`src/hdl/flsr_pkg.sv`:
```
// Package with register map, field positions and reset values for the LED status registers
package flsr_pkg;
	localparam logic [7:0] FLSR_ADDR_FAULT = 8'h17;
	localparam logic [7:0] FLSR_ADDR_LIGHT = 8'h18;
	localparam logic [7:0] FLSR_ADDR_FLCUR = 8'h19;
	localparam int FLSR_BIT_SUPPLY_UNDERVOLTAGE_LOCKOUT = 7;
	localparam int FLSR_BIT_SECOND_LED_OPEN_FAULT = 6;
	localparam int FLSR_BIT_SECOND_LED_SHORT_FAULT = 5;
	localparam int FLSR_BIT_FIRST_LED_OPEN_FAULT = 4;
	localparam int FLSR_BIT_FIRST_LED_SHORT_FAULT = 3;
	localparam int FLSR_BIT_BATLOW = 2;
	localparam int FLSR_BIT_CURLIM = 1;
	localparam int FLSR_BIT_OVERV = 0;
	localparam logic [7:0] FLSR_FAULT_RESET = 8'h00;
	localparam logic [3:0] FLSR_FLCUR_RESET = 4'h0;
	localparam logic [3:0] FLSR_FLCUR_OFF = 4'h0;
	localparam logic [3:0] FLSR_FLCUR_MIN = 4'h7;
	localparam int FLSR_FLCUR_BASE_MA = 350;
	localparam int FLSR_FLCUR_STEP_MA = 50;
	localparam int FLSR_OPEN_DERATE_MA = 50;
	localparam logic [9:0] FLSR_MA_ZERO = 10'h000;
endpackage : flsr_pkg

```
`src/hdl/flsr_sync_if.sv`:
```
// Interface carrying synchronised fault and status levels into the register bank
`timescale 1ns/1ps
interface flsr_sync_if;
	logic [7:0] fault_lvl;
	logic [7:0] light_lvl;
	modport src (output fault_lvl, output light_lvl);
	modport dst (input fault_lvl, input light_lvl);
endinterface : flsr_sync_if

```
`src/hdl/flsr_sync.sv`:
```
// Two-stage synchroniser for all asynchronous status inputs
`timescale 1ns/1ps
module flsr_sync (
	input wire logic mclk,
	input wire logic arst_n,
	input wire logic [7:0] fault_in,
	input wire logic [7:0] light_in,
	flsr_sync_if.src sy
);
	logic [15:0] stage1_reg;
	logic [15:0] stage2_reg;
	always_ff @(posedge mclk or negedge arst_n) begin
		if (!arst_n) begin
			stage1_reg <= 16'h0000;
			stage2_reg <= 16'h0000;
		end else begin
			stage1_reg <= {fault_in, light_in};
			stage2_reg <= stage1_reg;
		end
	end
	assign sy.fault_lvl = stage2_reg[15:8];
	assign sy.light_lvl = stage2_reg[7:0];
endmodule : flsr_sync

```
`src/hdl/flsr_regs.sv`:
```
// Flash LED fault, lighting status and flash current register bank
`timescale 1ns/1ps
module flsr_regs (
	input wire logic mclk,
	input wire logic arst_n,
	input wire logic [7:0] reg_addr,
	input wire logic reg_rd,
	input wire logic reg_wr,
	input wire logic [7:0] reg_wdata,
	output logic [7:0] reg_rdata,
	input wire logic supply_undervoltage_lockout,
	input wire logic second_led_open_fault,
	input wire logic second_led_short_fault,
	input wire logic first_led_open_fault,
	input wire logic first_led_short_fault,
	input wire logic battery_below_threshold,
	input wire logic boost_current_limit_flag,
	input wire logic boost_overvoltage_flag,
	input wire logic first_led_flash_active,
	input wire logic second_led_flash_active,
	input wire logic first_led_movie_active,
	input wire logic second_led_movie_active,
	input wire logic flash_trigger_pin,
	input wire logic flash_inhibit_pin,
	input wire logic second_led_disabled,
	input wire logic flash_timer_running,
	output logic shutdown,
	output logic [3:0] flash_current_code,
	output logic [9:0] first_led_ma,
	output logic [9:0] second_led_ma
);
	import flsr_pkg::*;

	flsr_sync_if sy ();

	logic [7:0] fault_reg;
	logic [7:0] fault_next;
	logic [7:0] light_reg;
	logic [3:0] flcur_reg;
	logic [7:0] rdata_next;
	logic [9:0] base_ma;
	logic [9:0] led1_ma_next;
	logic [9:0] led2_ma_next;
	logic flash_on;
	logic batlow_pend_reg;

	flsr_sync u_sync (
		.mclk(mclk),
		.arst_n(arst_n),
		.fault_in({supply_undervoltage_lockout, second_led_open_fault,
			second_led_short_fault, first_led_open_fault, first_led_short_fault,
			battery_below_threshold, boost_current_limit_flag, boost_overvoltage_flag}),
		.light_in({first_led_flash_active, second_led_flash_active,
			first_led_movie_active, second_led_movie_active, flash_trigger_pin,
			flash_inhibit_pin, second_led_disabled, flash_timer_running}),
		.sy(sy.src)
	);

	wire sel_fault = reg_addr == FLSR_ADDR_FAULT;
	wire sel_light = reg_addr == FLSR_ADDR_LIGHT;
	wire sel_flcur = reg_addr == FLSR_ADDR_FLCUR;
	wire rd_fault = reg_rd && sel_fault;
	// Writes to the status registers are ignored
	wire wr_flcur = reg_wr && sel_flcur;
	assign flash_on = sy.light_lvl[7] || sy.light_lvl[6];

	// Sticky set from live levels; a set arriving with a read-clear wins
	wire [7:0] set_mask = {sy.fault_lvl[7:3], 1'b0, sy.fault_lvl[1:0]};
	wire [7:0] kept = rd_fault ? 8'h00 : fault_reg;
	// Low battery is sampled only while flash current flows
	wire batlow_set = flash_on && sy.fault_lvl[FLSR_BIT_BATLOW];

	always_comb begin
		fault_next = (kept | set_mask);
		// A read between flashes only takes effect at the next flash
		fault_next[FLSR_BIT_BATLOW] = flash_on ? (batlow_set || (!batlow_pend_reg
			&& !rd_fault && fault_reg[FLSR_BIT_BATLOW])) : fault_reg[FLSR_BIT_BATLOW];
	end

	assign rdata_next = sel_fault ? fault_reg :
		sel_light ? light_reg :
		sel_flcur ? {4'h0, flcur_reg} : 8'h00;

	// Current in mA from code; reserved codes read as off in the drive path
	assign base_ma = (flcur_reg >= FLSR_FLCUR_MIN) ?
		10'(FLSR_FLCUR_BASE_MA + FLSR_FLCUR_STEP_MA * int'(flcur_reg - FLSR_FLCUR_MIN))
		: FLSR_MA_ZERO;
	wire [9:0] derated_ma = (base_ma > 10'(FLSR_OPEN_DERATE_MA)) ?
		10'(base_ma - 10'(FLSR_OPEN_DERATE_MA)) : FLSR_MA_ZERO;
	wire open1 = sy.fault_lvl[FLSR_BIT_FIRST_LED_OPEN_FAULT];
	wire open2 = sy.fault_lvl[FLSR_BIT_SECOND_LED_OPEN_FAULT];
	assign led1_ma_next = open1 ? FLSR_MA_ZERO : (open2 ? derated_ma : base_ma);
	assign led2_ma_next = open2 ? FLSR_MA_ZERO : (open1 ? derated_ma : base_ma);

	always_ff @(posedge mclk or negedge arst_n) begin
		if (!arst_n) begin
			fault_reg <= FLSR_FAULT_RESET;
			batlow_pend_reg <= 1'b0;
		end else begin
			fault_reg <= fault_next;
			// Remember a read-clear pending until the next flash
			batlow_pend_reg <= flash_on ? 1'b0 : (batlow_pend_reg || rd_fault);
		end
	end

	always_ff @(posedge mclk or negedge arst_n) begin
		if (!arst_n) begin
			light_reg <= 8'h00;
			flcur_reg <= FLSR_FLCUR_RESET;
		end else begin
			light_reg <= sy.light_lvl;
			if (wr_flcur) begin
				flcur_reg <= reg_wdata[3:0];
			end
		end
	end

	always_ff @(posedge mclk or negedge arst_n) begin
		if (!arst_n) begin
			reg_rdata <= 8'h00;
			shutdown <= 1'b0;
			flash_current_code <= FLSR_FLCUR_RESET;
			first_led_ma <= FLSR_MA_ZERO;
			second_led_ma <= FLSR_MA_ZERO;
		end else begin
			if (reg_rd) begin
				reg_rdata <= rdata_next;
			end
			shutdown <= sy.fault_lvl[FLSR_BIT_SUPPLY_UNDERVOLTAGE_LOCKOUT];
			flash_current_code <= flcur_reg;
			first_led_ma <= led1_ma_next;
			second_led_ma <= led2_ma_next;
		end
	end
endmodule : flsr_regs

```
`config.mk`:
```
export PLATFORM = sky130hd
export DESIGN_NAME = flsr_regs
export DESIGN_NICKNAME = d
export VERILOG_FILES = /design/src/hdl/flsr_pkg.sv /design/src/hdl/flsr_sync_if.sv /design/src/hdl/flsr_sync.sv /design/src/hdl/flsr_regs.sv
export SDC_FILE = /design/constraint.sdc
export NUM_CORES = 1
export LEC_CHECK = 0
export BUFFER_PORTS_ARGS = -buffer_cell sky130_fd_sc_hd__buf_2
export CAP_MARGIN = 20
export CORE_UTILIZATION = 40
export DETAILED_ROUTE_END_ITERATION = 6
export PLACE_DENSITY = 0.71
export SLEW_MARGIN = 0
export SYNTH_ARGS = -nofsm -noshare
export SYNTH_HDL_FRONTEND = slang
export SYNTH_SLANG_ARGS = --single-unit
```
`constraint.sdc`:
```
create_clock -name mclk -period 5 [get_ports mclk]
set_input_delay 0.5 -clock mclk [delete_from_list [all_inputs] [get_ports mclk]]
set_output_delay 0.5 -clock mclk [all_outputs]
set_load 0.1 [all_outputs]
```
; Word level (Yosys, flattened, before mapping)
; Index checks and enable logic that the tools add are counted.
[word_totals]
ff_bits = 86
input_bits = 36
out_inout_bits = 33
wordCells = 43
[classes]
addsub = 3
n_mul = 1
n_lt_le_gt_ge = 2
eq_ne = 3
n_mux = 11
bitwise_logic = 1
n_reduce_logical = 10
[ops]
columns = cell, count
row1 = two-way mux 10 bit, 6
row2 = == test 8 x 5 -> 1 bit (second input constant), 3
row3 = two-way mux 8 bit, 3
row4 = adder 10 bit (first input constant), 1
row5 = > comparator 10 x 6 -> 1 bit (second input constant), 1
row6 = subtractor 10 x 6 -> 10 bit (second input constant), 1
row7 = multiplier 6 x 5 -> 9 bit (first input constant), 1
row8 = bitwise OR 8 bit, 1
row9 = logical AND 1 bit, 5
row10 = subtractor 4 x 3 -> 5 bit (second input constant), 1
row11 = >= comparator 4 x 3 -> 1 bit (second input constant), 1
row12 = two-way mux 4 bit, 1
row13 = logical OR 1 bit, 3
row14 = zero test 1 bit, 2
row15 = two-way mux 1 bit, 1

; Depth between registers and ports, before layout
[depth]
depth_word = 8
mapped_depth = 16
ltp_nobuf = 14

; By module
; Synthesis repeated with hierarchy kept, for this count alone.
[unflattened]
hier_cells = 319
area_unflattened_um2 = 3702.3
[by_module_without_submodules]
columns = module, n_inst, cells_each, area_per_inst_um2, seq_area_each_um2
row1 = flsr_regs, 1, 287, 2901.5, 1301.2
row2 = flsr_sync, 1, 32, 800.8, 800.8

; Worst setup path after synthesis
; Ideal clock, no wire load.
[synth_timing]
path_type = flip-flop to flip-flop
start = reg flcur_reg[0]
end = reg second_led_ma[8]
setup_ns = 0.078
arrival_time_ns = 3.870
required_time_ns = 4.922
path_slack_ns = 1.052
path_stages_with_launch = 15
path_buffers = 1
synth_period_minus_slack_ns = 3.948
path_cell_list = dfrtp_1 -> ha_1 -> buf_6 -> xnor2_4 -> inv_2 -> ha_1 -> ha_1 -> ha_1 -> fa_1 -> o21ai_1 -> o21bai_1 -> xnor3_1 -> or2_1 -> or4_1 -> a21oi_1
[synth_between]
elab_chain_cells = 8
elab_cells_between_ends = 10
classes_between = add/sub: 3 / mul: 1 / order compare: 2 / mux: 4
[synth_lines]
columns = item, line_no
row1 = start: declaration, flsr_regs.sv:39  ; logic [3:0] flcur_reg;
row2 = start signal: assignment, flsr_regs.sv:113  ; flcur_reg <= reg_wdata[3:0];
row3 = subtractor 4 x 3 -> 5 bit, flsr_regs.sv:86  ; 10'(FLSR_FLCUR_BASE_MA + FLSR_FLCUR_STEP_MA * int'(flcur_reg - FLSR_FLCUR_MIN))
row4 = multiplier 6 x 5 -> 9 bit, flsr_regs.sv:86
row5 = adder 10 bit, flsr_regs.sv:86
row6 = two-way mux 10 bit *, flsr_regs.sv:85  ; assign base_ma = (flcur_reg >= FLSR_FLCUR_MIN) ?
row7 = subtractor 10 x 6 -> 10 bit or > comparator 10 x 6 -> 1 bit (tied branches), "flsr_regs.sv:89, flsr_regs.sv:88"
row8 = two-way mux 10 bit, flsr_regs.sv:88  ; wire [9:0] derated_ma = (base_ma > 10'(FLSR_OPEN_DERATE_MA)) ?
row9 = two-way mux 10 bit * (2 in series), flsr_regs.sv:93  ; assign led2_ma_next = open2 ? FLSR_MA_ZERO : (open1 ? derated_ma : base_ma);
row10 = via led2_ma_next[8], flsr_regs.sv:43  ; logic [9:0] led2_ma_next;
row11 = end signal: assignment, flsr_regs.sv:132  ; second_led_ma <= led2_ma_next;
row12 = end: declaration, flsr_regs.sv:30  ; output logic [9:0] second_led_ma
; The timed path passes the listed nets; every way through them passes the cells marked *.
; A chain may end at the register's enable or synchronous reset.

; Worst setup path after layout
[layout_timing]
start = reg flcur_reg[1]
end = reg second_led_ma[8]
; Same word-level chain as after synthesis.

==> run summary <==
FF-to-FF End -> second_led_ma[8]
Synth top area share -> 0.568
CP endpoint kind -> flop
syn avg cell area -> 11.6 um2
relative slew slack -> 0.359
Critical Path Source -> flcur_reg[1]
most common cell in the netlist -> dfrtp_1
synth unique cells -> 58
clk sinks -> 84
dpl cell area -> 0.00408 mm2
grt peak-use layer -> met2
Synth Instances -> 319
first-pass GRT wire length -> 11600 um
starting density of the core -> 0.418
FP Rows -> 34
met2 Resource Use GR -> 0.245
final hold vios -> 0
clock root cell -> clkbuf_8
Routed Antenna Nets -> 0
share of cells above drive strength 1 -> 0.237
CP peak stage delay -> 0.60 ns
Core Box Area -> 0.00885 mm2
Worst Path Max Fanout -> 9
total track usage -> 0.153
die width -> 98.2 um
initial DRC count -> 212
Max Transition Viols Final -> 0
antenna violations before repair -> 0
grt met1 use -> 0.194
DRC errors left -> 2
post-route cell area -> 0.00429 mm2
post-CTS setup buffer count -> 0
status -> complete, but fails checks
Slew @ Worst Pin -> 0.955 ns
Clock transition at path regs -> 0.10 ns
reg-to-reg startpoint -> flcur_reg[1]
Fill cells -> 826
final setup vio count -> 0
total grt overflow -> 0
failing checks -> design-rule violations
synthesized area -> 0.00370 mm2
met3 Use GR -> 0.0308
cts hold-fix bufs -> 0
Max Freq -> 223 MHz
#FFs+latches synth -> 84
placer congestion estimate -> 0.791
LEAKAGE -> 2.04 nW
post-synthesis sequential area ratio -> 0.568
Crit Path Category -> flop to flop
Routed WL -> 6850 um
Resize count post-CTS -> 0
Worst Setup EP -> second_led_ma[8]
post-synth top area cell -> dfrtp_1
CTS H-Tree Depth -> 3
largest net degree at the start of global routing -> 85
Hold Path Class -> input pin to async pin
Top Ports -> 69
synth warn -> 0
maxcap violations -> 0
synth cell count leaders -> dfrtp_1 (84), a21oi_1 (25), nor2_1 (24)
crit path time final -> 4.48 ns
vias in the first global route -> 2523
Layout Nets -> 430
Pre-antenna DRT Iters -> 6
R2R setup slack -> 0.52 ns
RSZ-0062 raised after global routing -> false
reg2reg path depth -> 14
Critical Path RT -> 5.27 ns
non-filler cells, final -> 492
Antenna Cells -> 0
Synth Flop Type -> dfrtp_1
Clock Latency Late Sink -> 0.36 ns
vias -> 2568
EDFF count, synth -> 0
drt wl/cell -> 13.9 um
die area -> 0.00964 mm2
TritonCTS clock tree -> done
Async SR Flop Fraction -> 1.00
Critical Path Most Common Cell -> ha_1
master of the slowest instance on the critical path -> fa_1
startpoint types -> flop
Num CTS Buffers -> 9
setup TNS -> 0 ns
worst path cell trace -> ha_1 -> nand2b_1 -> xnor2_1 -> nor2_1 -> ha_1 -> ha_1 -> ha_1 -> fa_1 -> o21ai_1 -> o21bai_1 -> xnor3_1 -> or2_1 -> or4_1 -> a21oi_1
Placed Cells incl. Taps -> 475
ranking of synthesized cells by area -> dfrtp_1 (57%), ha_1 (4.4%), a21oi_1 (3.4%)
Power per Cell Area -> 338 mW/mm2
Chip Height -> 98.2 um
DPL Wire Length -> 4870 um
drt via density -> 5.22
Period Utilization, post-route -> 0.896
Peak VDD IR -> 184 uV
Max clock buf depth -> 2
critical path arrival -> 4.76 ns
PortBufs -> 62
clock skew -> 0.0157 ns
area grow syn2layout -> 15.8%
[worst min path at each step]
stage                           start                    end  slack, ns  cells past startpoint
3_5_place_dp    u_sync.stage1_reg[10]  u_sync.stage2_reg[10]       0.33                      0
5_1_grt                        arst_n  flash_current_code[2]       0.05                      1
6_report                       arst_n  flash_current_code[2]       0.03                      1
3_3_place_gp     u_sync.stage1_reg[4]   u_sync.stage2_reg[4]       0.33                      0
2_1_floorplan                  arst_n        batlow_pend_reg       0.20                      0
4_1_cts        first_led_movie_active   u_sync.stage1_reg[5]       0.22                      1
[final cells by class]
cell class | count | area (um2) | area share
inverter | 9 | 33.8 | 0.00788
tap | 108 | 135 | 0.0315
clock inverter | 7 | 58.8 | 0.0137
multi-input combinational | 209 | 1470 | 0.343
timing repair buffer | 66 | 363 | 0.0846
sequential | 84 | 2100 | 0.490
clock buffer | 9 | 124 | 0.0289
[per-stage QoR]
| step | utilization | worst slack [ns] | total power [mW] | hold slack, ns |
|---|---|---|---|---|
| after global placement | 0.461 | 0.626 | 1.01 | 0.332 |
| after CTS | 0.481 | 0.518 | 1.47 | 0.221 |
| after floorplan | - | 1.05 | 0.950 | 0.204 |
| final | 0.485 | 0.518 | 1.45 | 0.0327 |
| after global routing | 0.485 | 0.245 | 1.53 | 0.0543 |
| after detailed placement | 0.461 | 0.535 | 1.02 | 0.335 |
[cell families after synthesis]
kind of cell             share of synthesized area
AO/OA/AOI/OAI                                0.150
XOR/XNOR                                    0.0372
adder cells (fa/ha/maj)                     0.0547
buffers and inverters                       0.0358
flip-flops                                   0.568
multiplexers                                0.0287
other                                      0.00101
AND/OR/NAND/NOR                              0.125
[cell usage in the layout, fill, tap and decap left out, drive strengths merged, types with 3 or more instances in the layout]
cell	n
dfrtp	84
xnor2	4
ha	13
a21o	8
o211ai	7
and3	5
a21oi	25
a222oi	4
a211oi	3
clkbuf	9
o21bai	3
buf	66
nand2	23
nand3	5
mux2	5
inv	12
a22oi	4
mux2i	5
xor2	7
o31ai	3
nor2	24
clkinvlp	4
or3	5
o22ai	5
o21ai	13
nor3	7
[critical path: cells and delay by family (launching register included)]
kind | cells | cell delay (ns)
fa+ha+maj | 5 | 2.04
simple gates | 4 | 0.97
flops | 1 | 0.53
xor+xnor | 2 | 0.43
compound gates | 3 | 0.42
[routing by layer]
layer	up-vias	part of all wire	wire length [um]
li1	1254	-	-
met1	1222	0.44	3020
met2	73	0.49	3340
met3	19	0.043	293
met4	0	0.029	198
met5	-	0	0
[power by group]
part | total [mW] | internal, mW | switching [mW]
Clock | 0.443 | 0.187 | 0.256
Sequential | 0.721 | 0.703 | 0.0171
Combinational | 0.287 | 0.0948 | 0.192
(Power assumes the default switching activity.)
